**config.mk**
```make
export PLATFORM = sky130hd
export DESIGN_NAME = occ_channel
export DESIGN_NICKNAME = d
export VERILOG_FILES = /design/src/occ_pkg.sv /design/src/occ_channel.sv
export SDC_FILE = /design/constraint.sdc
export NUM_CORES = 1
export LEC_CHECK = 0
export BUFFER_PORTS_ARGS = -buffer_cell sky130_fd_sc_hd__buf_2
export CAP_MARGIN = 20
export CORE_UTILIZATION = 43
export CTS_CLUSTER_DIAMETER = 30
export DETAILED_ROUTE_END_ITERATION = 7
export PLACE_DENSITY = 0.77
export SYNTH_ARGS = -nofsm -noshare
export SYNTH_HDL_FRONTEND = slang
export SYNTH_SLANG_ARGS = --single-unit
```
**constraint.sdc**
```tcl
create_clock -name sys_clk -period 1.39 [get_ports sys_clk]
set_input_delay 0.2085 -clock sys_clk [delete_from_list [all_inputs] [get_ports sys_clk]]
set_output_delay 0.2085 -clock sys_clk [all_outputs]
set_load 0.03 [all_outputs]
```
**src/occ_pkg.sv**
```systemverilog
// shared constants and types for the output compare channel
package occ_pkg;

  // control field positions
  localparam int MODE_LSB  = 0;
  localparam int MODE_MSB  = 3;
  localparam int WIDE_BIT  = 5;

  // selector codes
  localparam logic [3:0] SEL_OFF    = 4'h0;
  localparam logic [3:0] SEL_HIGH   = 4'h1;
  localparam logic [3:0] SEL_LOW    = 4'h2;
  localparam logic [3:0] SEL_TOGGLE = 4'h3;
  localparam logic [3:0] SEL_DUAL   = 4'h4;
  localparam logic [3:0] SEL_DUALB  = 4'h5;
  localparam logic [3:0] SEL_CENTER = 4'h6;
  localparam logic [3:0] SEL_VFREQ  = 4'h7;

  // reset values
  localparam logic       OUT_RESET  = 1'b0;
  localparam logic [7:0] CTRL_RESET = 8'h00;

  // decoded operating mode, one-hot
  typedef enum logic [8:0] {
    OCC_OFF    = 9'h001,
    OCC_HIGH   = 9'h002,
    OCC_LOW    = 9'h004,
    OCC_TOGGLE = 9'h008,
    OCC_DUAL   = 9'h010,
    OCC_DUALB  = 9'h020,
    OCC_CENTER = 9'h040,
    OCC_VFREQ  = 9'h080,
    OCC_BAD    = 9'h100
  } occ_mode_t;

endpackage

```
**src/occ_channel.sv**
```systemverilog
// output compare channel with single edge, dual edge, pwm and pulse modes
// Behaviour
// - The timer count is compared every cycle against one or two compare values as the mode requires.
// - A match yields one output edge or a running pulse train depending on the mode.
// - Every compare match event can raise an interrupt request.
// - Selector 0001 drives the output high on a match, with bit 5 choosing 16-bit or 32-bit compare.
// - Selector 0010 drives the output low on a match, with 16-bit or 32-bit compare.
// - Selector 0011 inverts the output on every match, with 16-bit or 32-bit compare.
// - Selector 0100 with 16-bit width sets the output on the first value and clears it on the second.
// - Selector 0101 with 16-bit width does the same using compare values buffered at period end.
// - Selector 0110 with 16-bit width makes center aligned pulses from buffered compare values.
// - Selector 0111 makes a variable frequency pulse output, 16-bit or 32-bit.
module occ_channel
  import occ_pkg::*;
#(
  parameter int CW = 32
)(
  // clock and reset
  input  wire logic          sys_clk,
  input  wire logic          rst_n,
  // control, channel_control_low bits 7:0
  input  wire logic [7:0]    channel_control_low,
  // timer and compare values
  input  wire logic [CW-1:0] timer_count,
  input  wire logic [CW-1:0] cmp_a,
  input  wire logic [CW-1:0] cmp_b,
  input  wire logic          period_end,
  // outputs
  output logic               cmp_out,
  output logic               match_irq,
  output logic               match_a,
  output logic               match_b
);
  import occ_pkg::*;

  // width of every 16-bit comparison
  localparam int NW = 16;
  // compare units: first value, then second value
  localparam int NU = 2;
  // unit that holds the first compare value
  localparam int FIRST_UNIT = 0;
  // unit that holds the second compare value
  localparam int SECOND_UNIT = 1;

  // compare with chosen width
  function automatic logic cmp_eq(input logic [CW-1:0] t, input logic [CW-1:0] c, input logic w);
    cmp_eq = w ? (t == c) : (t[NW-1:0] == c[NW-1:0]);
  endfunction

  // selector and width to operating mode
  function automatic occ_mode_t decode_mode(input logic [3:0] s, input logic w);
    case (s)
      SEL_OFF:    decode_mode = OCC_OFF;
      SEL_HIGH:   decode_mode = OCC_HIGH;
      SEL_LOW:    decode_mode = OCC_LOW;
      SEL_TOGGLE: decode_mode = OCC_TOGGLE;
      SEL_DUAL:   decode_mode = w ? OCC_BAD : OCC_DUAL;
      SEL_DUALB:  decode_mode = w ? OCC_BAD : OCC_DUALB;
      SEL_CENTER: decode_mode = w ? OCC_BAD : OCC_CENTER;
      SEL_VFREQ:  decode_mode = OCC_VFREQ;
      default:    decode_mode = OCC_OFF;
    endcase
  endfunction

  // modes with a single compare value
  function automatic logic is_single(input occ_mode_t m);
    case (m)
      OCC_HIGH, OCC_LOW, OCC_TOGGLE, OCC_VFREQ: is_single = 1'b1;
      default:                                  is_single = 1'b0;
    endcase
  endfunction

  // modes with a set value and a clear value
  function automatic logic is_dual(input occ_mode_t m);
    case (m)
      OCC_DUAL, OCC_DUALB, OCC_CENTER: is_dual = 1'b1;
      default:                         is_dual = 1'b0;
    endcase
  endfunction

  // modes that compare against the buffered copies
  function automatic logic is_buffered(input occ_mode_t m);
    case (m)
      OCC_DUALB, OCC_CENTER: is_buffered = 1'b1;
      default:               is_buffered = 1'b0;
    endcase
  endfunction

  // mode decode and selector history
  occ_mode_t            mode;
  logic [3:0]           sel;
  logic                 wide;
  logic [3:0]           sel_q, sel_d;
  logic                 reload;
  // per unit hits, gathered from the generate loop
  logic [NU-1:0]        hit;
  logic                 hit_a, hit_b;
  // output level and match events
  logic                 out_q, out_d;
  logic                 irq_q, irq_d;
  logic                 ma_q, ma_d;
  logic                 mb_q, mb_d;

  // selector and width fields of the control byte
  assign sel  = channel_control_low[MODE_MSB:MODE_LSB];
  assign wide = channel_control_low[WIDE_BIT];

  // decode selector and width into a mode
  always_comb
  begin
    mode = decode_mode(sel, wide);
  end

  // buffers reload at period end or on any selector change
  always_comb
  begin
    reload = period_end || (sel != sel_q);
  end

  // selector history, next value
  always_comb
  begin
    sel_d = sel;
  end

  // selector history register
  always_ff @(posedge sys_clk or negedge rst_n)
  begin
    if (!rst_n)
    begin
      sel_q <= CTRL_RESET[MODE_MSB:MODE_LSB];
    end
    else
    begin
      sel_q <= sel_d;
    end
  end

  // one compare unit per compare value
  genvar u;
  generate
    for (u = 0; u < NU; u = u + 1)
    begin : g_unit
      // the first unit also serves the single value modes
      localparam logic FIRST = (u == FIRST_UNIT);
      logic [CW-1:0] live_val;
      logic [CW-1:0] buf_q, buf_d;
      logic          hit_c;

      // live compare value of this unit
      assign live_val = FIRST ? cmp_a : cmp_b;

      // buffered copy, next value
      always_comb
      begin
        buf_d = buf_q;
        if (reload)
        begin
          buf_d = live_val;
        end
      end

      // buffered copy register, so a period runs on stable values
      always_ff @(posedge sys_clk or negedge rst_n)
      begin
        if (!rst_n)
        begin
          buf_q <= '0;
        end
        else
        begin
          buf_q <= buf_d;
        end
      end

      // compare against the live or the buffered value
      always_comb
      begin
        hit_c = 1'b0;
        if (is_buffered(mode))
        begin
          hit_c = cmp_eq(timer_count, buf_q, 1'b0);
        end
        else if (is_dual(mode))
        begin
          hit_c = cmp_eq(timer_count, live_val, 1'b0);
        end
        else if (FIRST && is_single(mode))
        begin
          hit_c = cmp_eq(timer_count, live_val, wide);
        end
        else
        begin
          hit_c = 1'b0;
        end
      end

      assign hit[u] = hit_c;
    end
  endgenerate

  // named hits of the two compare values
  assign hit_a = hit[FIRST_UNIT];
  assign hit_b = hit[SECOND_UNIT];

  // next output level
  always_comb
  begin
    out_d = out_q;
    case (mode)
      OCC_HIGH:
      begin
        if (hit_a)
          out_d = 1'b1;
      end
      OCC_LOW:
      begin
        if (hit_a)
          out_d = 1'b0;
      end
      OCC_TOGGLE:
      begin
        if (hit_a)
          out_d = ~out_q;
      end
      OCC_VFREQ:
      begin
        if (hit_a)
          out_d = ~out_q;
      end
      OCC_DUAL, OCC_DUALB, OCC_CENTER:
      begin
        // second value wins when both match together
        if (hit_b)
          out_d = 1'b0;
        else if (hit_a)
          out_d = 1'b1;
      end
      OCC_OFF, OCC_BAD:
      begin
        out_d = OUT_RESET;
      end
      default:
      begin
        out_d = OUT_RESET;
      end
    endcase
  end

  // output level register
  always_ff @(posedge sys_clk or negedge rst_n)
  begin
    if (!rst_n)
    begin
      out_q <= OUT_RESET;
    end
    else
    begin
      out_q <= out_d;
    end
  end

  // next match events, one per matching cycle
  always_comb
  begin
    ma_d = hit_a;
    mb_d = hit_b;
  end

  // match event registers
  always_ff @(posedge sys_clk or negedge rst_n)
  begin
    if (!rst_n)
    begin
      ma_q <= 1'b0;
      mb_q <= 1'b0;
    end
    else
    begin
      ma_q <= ma_d;
      mb_q <= mb_d;
    end
  end

  // next interrupt request, raised by a match on either value
  always_comb
  begin
    irq_d = |hit;
  end

  // interrupt request register
  always_ff @(posedge sys_clk or negedge rst_n)
  begin
    if (!rst_n)
    begin
      irq_q <= 1'b0;
    end
    else
    begin
      irq_q <= irq_d;
    end
  end

  // registered outputs
  assign cmp_out   = out_q;
  assign match_irq = irq_q;
  assign match_a   = ma_q;
  assign match_b   = mb_q;

endmodule // occ_channel

```
Yosys cells after proc, flatten, opt, wreduce, memory -nomap -nowiden
Cells that the tools add are included.
{"block": "op_classes", "muxes": 21, "n_eq_ne": 22, "bitwise_logic": 1, "n_reduce_logical": 7}
{"cell": "$eq A16 B16 Y1", "n": 4}
{"cell": "$pmux W9 S7", "n": 1}
{"cell": "$eq A32 B32 Y1", "n": 1}
{"cell": "$mux W9", "n": 3}
{"cell": "$eq A4 B3 Y1 const B", "n": 4}
{"cell": "$mux W1", "n": 16}
{"cell": "$eq A9 B2 Y1 const B", "n": 1}
{"cell": "$eq A9 B3 Y1 const B", "n": 1}
{"cell": "$eq A9 B4 Y1 const B", "n": 1}
{"cell": "$eq A9 B5 Y1 const B", "n": 1}
{"cell": "$eq A9 B6 Y1 const B", "n": 1}
{"cell": "$eq A9 B7 Y1 const B", "n": 1}
{"cell": "$eq A9 B8 Y1 const B", "n": 1}
{"cell": "$eq A4 B2 Y1 const B", "n": 2}
{"cell": "$reduce_or A2 Y1", "n": 3}
{"cell": "$eq A4 B1 Y1 const B", "n": 1}
{"cell": "$ne A4 B4 Y1", "n": 1}
{"cell": "$pmux W1 S4", "n": 1}
{"cell": "$reduce_or A4 Y1", "n": 1}
{"cell": "$reduce_or A3 Y1", "n": 1}
{"cell": "$ne A2 B1 Y1 const B", "n": 1}
{"cell": "$ne A2 B2 Y1 const B", "n": 1}
{"cell": "$reduce_and A2 Y1", "n": 1}
{"cell": "$logic_or A1 B1 Y1", "n": 1}
{"cell": "$not A1 Y1", "n": 1}
{"block": "word_totals", "reg_bits": 40, "in_bits": 107, "word_cells": 58}

Logic depth before layout (Yosys ltp)
{"block": "depth", "ltp_word": 14, "mapped_depth": 7, "mapped_depth_nobuf": 6}

Worst setup path after synthesis
Ideal clock, no wire load.
{"block": "synth_path", "path_type": "in2reg", "start": "input channel_control_low[1]", "end": "register out_q (netlist: cmp_out)", "path_stages": 7, "setup_time_ns": 0.126, "path_buffers": 1, "t_required_ns": 1.264, "path_slack_ns": -0.305, "arrival_ns": 1.569, "path_cell_list": "clkbuf_1 > nor2_1 > a2111oi_0 > nand3_1 > a211oi_1 > a2111oi_0 > o32a_1"}
{"block": "synth_between", "elab_chain_cells": 13, "word_cells_on_any_way": 36, "cone_classes": "eq/ne (16); mux (15); reduce/logical (5)"}
{"item": "start: declaration", "line_no": "occ_channel.sv:22", "source": "input wire logic [7:0] channel_control_low,"}
{"item": "$eq A4 B3 Y1, or another cell as far along", "line_no": "occ_channel.sv:52", "source": "case (s)"}
{"item": "$pmux W9 S7 (*)", "line_no": "occ_channel.sv:52"}
{"item": "$eq A9 B8 Y1, or another cell as far along", "line_no": "occ_channel.sv:67, occ_channel.sv:210"}
{"item": "$reduce_or A4 Y1", "line_no": "occ_channel.sv:67", "source": "case (m)"}
{"item": "$mux W1", "line_no": "occ_channel.sv:67"}
{"item": "$mux W1", "line_no": "occ_channel.sv:184", "source": "else if (is_dual(mode))"}
{"item": "$mux W1", "line_no": "occ_channel.sv:180", "source": "if (is_buffered(mode))"}
{"item": "$mux W1", "line_no": "occ_channel.sv:188", "source": "else if (FIRST && is_single(mode))"}
{"item": "$mux W1", "line_no": "occ_channel.sv:184"}
{"item": "$mux W1", "line_no": "occ_channel.sv:180"}
{"item": "$mux W1"}
{"item": "$mux W1", "line_no": "occ_channel.sv:234", "source": "if (hit_b)"}
{"item": "$pmux W1 S4", "line_no": "occ_channel.sv:210", "source": "case (mode)"}
{"item": "end signal: assignment", "line_no": "occ_channel.sv:259", "source": "out_q <= out_d;"}
{"item": "end: declaration", "line_no": "occ_channel.sv:99", "source": "logic out_q, out_d;"}
Mark *: on every way between the ends. The rest lies on a longest branch, timed or not. The select of a mux whose other input is x is not followed.
A chain may end at the register's enable or synchronous reset.

Final worst setup path
{"block": "layout_path", "start": "register g_unit[1].buf_q[5]", "end": "register out_q (netlist: cmp_out)"}
{"block": "layout_between", "elab_chain_cells": 4}
{"item": "start: declaration", "line_no": "occ_channel.sv:147", "source": "logic [CW-1:0] buf_q, buf_d;"}
{"item": "start signal: assignment", "line_no": "occ_channel.sv:172", "source": "buf_q <= buf_d;"}
{"item": "$eq A16 B16 Y1", "line_no": "occ_channel.sv:47", "source": "cmp_eq = w ? (t == c) : (t[NW-1:0] == c[NW-1:0]);"}
{"item": "$mux W1", "line_no": "occ_channel.sv:180"}
{"item": "net g_unit[1].hit_c", "line_no": "occ_channel.sv:148", "source": "logic hit_c;"}
{"item": "$mux W1", "line_no": "occ_channel.sv:234"}
{"item": "$pmux W1 S4", "line_no": "occ_channel.sv:210"}
The timed path passes the listed nets, and every way through them passes these cells.

==> impl_metrics.json <==
{
  "setup_slack_ns": -0.314,
  "ioPinCount": 111,
  "ys_ff_latch": 40,
  "skew_ns": 0.00481,
  "final.period_utilization": 1.23,
  "fp-row-count": 27,
  "cp_num_cells": 7,
  "routed-wl-met2_mm": 3.44,
  "grt_pass1_wl_mm": 11.1,
  "cp_slowest_cell": "dfrtp_1",
  "core_um2": 5510,
  "fp.dieH_um": 77.4,
  "die_w_um": 77.4,
  "r2r-end": "cmp_out",
  "wl_mm": 7.02,
  "cp_top_family": "simple AND/OR/NAND/NOR gates",
  "min-delay-start": "channel_control_low[0]",
  "slew_headroom": 0.676,
  "fin_setup_tns_ns": -3.11,
  "cp_num_buf_inv": 1,
  "final_nets": 472,
  "hold_viol_final": 0,
  "critical_path_arrival_ns": 1.89,
  "drc": 0,
  "ant_nets": 0,
  "path_class": "register to register",
  "dpl.hpwl_mm": 5.11,
  "dr_total_vias": 2241,
  "drt_pass1_iterations": 4,
  "ys_seq_area_frac": 0.409,
  "ir_drop_mv": 0.544,
  "synthCells": 212,
  "diodes": 0,
  "routed.top_layer": "met4",
  "rsz0062_at_grt": "yes",
  "report.final.slew_viol_count": 0,
  "drt_iter0_markers": 107,
  "cp-end-kind": "register",
  "reg2reg_depth": 7,
  "io_buffers": 91,
  "clk_latency_ns": 0.30,
  "hold_slack_ns": 0.0859,
  "area_growth_syn_to_layout_pct": 53.2,
  "n_fill_cell": 434,
  "tightest_slew_ns": 0.474,
  "failed_checks": "setup timing",
  "slowest_delay_ns": 0.39,
  "grt_pass1_vias": 2270,
  "synth.net_count": 319,
  "grt_use_total": 0.247,
  "crit_path_max_fanout": 2,
  "wl_per_cell_um": 16.0,
  "wl_met3_um": 564,
  "status": "complete, but fails checks",
  "hold_path_class": "primary input to register",
  "cp-endpoint": "cmp_out",
  "pre_cts_slack_ns": -0.443,
  "clk_pin_slew_ns": 0.08,
  "ys_types": 25,
  "cts_buffers": 5,
  "yosysWarnings": 0,
  "hold_depth": 1,
  "leakage_nw": 1.91,
  "numClockSinks": 40,
  "syn_area_um2": 2450,
  "final-setup-viol-count": 35,
  "overflow": 0,
  "syn_area_per_cell_um2": 11.5,
  "viasPerCell": 5.12,
  "max_cap_viol_count": 0,
  "grt_start_max_net_pins": 41,
  "cts_tree": "done",
  "startpoint": "g_unit[1].buf_q[5]",
  "gp_congestion": 0.806,
  "pwr_density_cell_nw_per_um2": 765,
  "critPathLaunchType": "register",
  "start_util": 0.444,
  "reg2reg_slack_ns": -0.31,
  "dieArea_um2": 5990,
  "grt_antenna_before_repair": 0,
  "period_needed_ns": 1.70,
  "wl_met1_mm": 2.81,
  "worstPathRequired_ns": 1.58,
  "crit_chain": "xor2_1 -> nor4_2 -> buf_4 -> nand2_2 -> o22ai_2 -> nor4_1 -> o32a_1",
  "fmax_mhz": 587,
  "drive_gt1_frac": 0.530,
  "clockBufferDepth": 2,
  "htree_levels": 2,
  "reg2reg_from": "g_unit[1].buf_q[5]",
  "clock-root-buffer": "clkbuf_8"
}
[metrics by stage]
step | cells | cell area, um2 | power (mW) | util
6_report | 438 | 3750 | 2.87 | 0.681
5_1_grt | 438 | 3750 | 3.00 | 0.681
4_1_cts | 439 | 3750 | 2.87 | 0.681
3_5_place_dp | 423 | 3500 | 2.02 | 0.636
3_3_place_gp | 423 | 3500 | 2.00 | 0.636
2_1_floorplan | 212 | 2600 | 1.62 | -
[kinds of logic (layout without fill, tap and decap cells)]
logic type / Yosys count / in the layout / share of synthesized area
mux: 33 / 33 / 0.151
xor+xnor: 85 / 85 / 0.304
compound gates: 9 / 9 / 0.0327
buf+inv: 7 / 161 / 0.0123
simple gates: 38 / 38 / 0.0900
flops: 40 / 40 / 0.409
[per-layer routing]
metal	GRT usage	vias to the layer above
li1	-	1047
met1	0.307	1060
met2	0.413	114
met3	0.0553	20
met4	0.0962	0
met5	0	-
[cell usage in the layout (no fill, tap or decap), types with 3 or more instances in the layout]
cell	synthesis	layout
xnor2_1	17	17
nor2_1	4	4
nor4_1	17	15
a2111oi_0	3	3
xor2_1	68	68
buf_4	0	52
buf_2	3	91
mux2_4	0	32
dfrtp_1	40	40
buf_16	0	3
nand3_1	5	5
nand4_1	5	5
clkbuf_8	0	6
[where the power goes]
part,internal (mW),switching (mW),leakage [nW]
clock network,0.405,0.410,0.0455
registers,1.23,0.0493,0.475
logic,0.435,0.337,1.39
total,2.07,0.796,1.91
[cell type report]
class	instances	area (um2)	share of cell area
clock buffer	8	90.1	0.0240
inverter	2	7.51	0.00200
multi-input combinational	165	1560	0.415
sequential	40	1000	0.267
tap	72	90.1	0.0240
timing repair buffer	151	1000	0.268
[repair_timing]
item,CTS,global route
hold endpoints to repair,40,0
pin swaps,4,2
gates resized for setup,12,2
endpoints found under the setup margin,35,36
setup buffers,4,0
hold buffers,1,0
cloned,3,0
[worst min-delay path by stage]
stage                     slack, ns                  to
after floorplan               -0.09             cmp_out
after global placement         0.20           match_irq
after detailed placement       0.20  g_unit[1].buf_q[4]
after CTS                      0.08            sel_q[0]
after global routing           0.08            sel_q[0]
final                          0.09            sel_q[0]
[flip-flops by register name, indices dropped and copies added (netlist names)]
register,cells
match_b,1
g_unit.buf_q,32
sel_q,4
match_a,1
match_irq,1
cmp_out,1
[cells in the mapped netlist, drive strengths merged]
master	number	area [um2]
nand3	5	25.0
xnor2	17	149
xor2	68	596
nand2	1	3.75
mux2	32	360
or2	1	6.26
a31o	1	8.76
nor4	17	106
nand4	5	31.3
nor3	1	5.00
o31ai	1	7.51
nand2b	1	6.26
nor2b	2	12.5
buf	3	15.0
or3b	1	8.76
o22ai	1	12.5
a2111oi	3	26.3
a21boi	1	7.51
o32a	1	10.0
nor2	4	15.0
dfrtp	40	1000
clkbuf	2	7.51
mux2i	1	10.0
inv	2	7.51
a211oi	1	7.51
No activity file was read; power rests on OpenSTA's default activity.
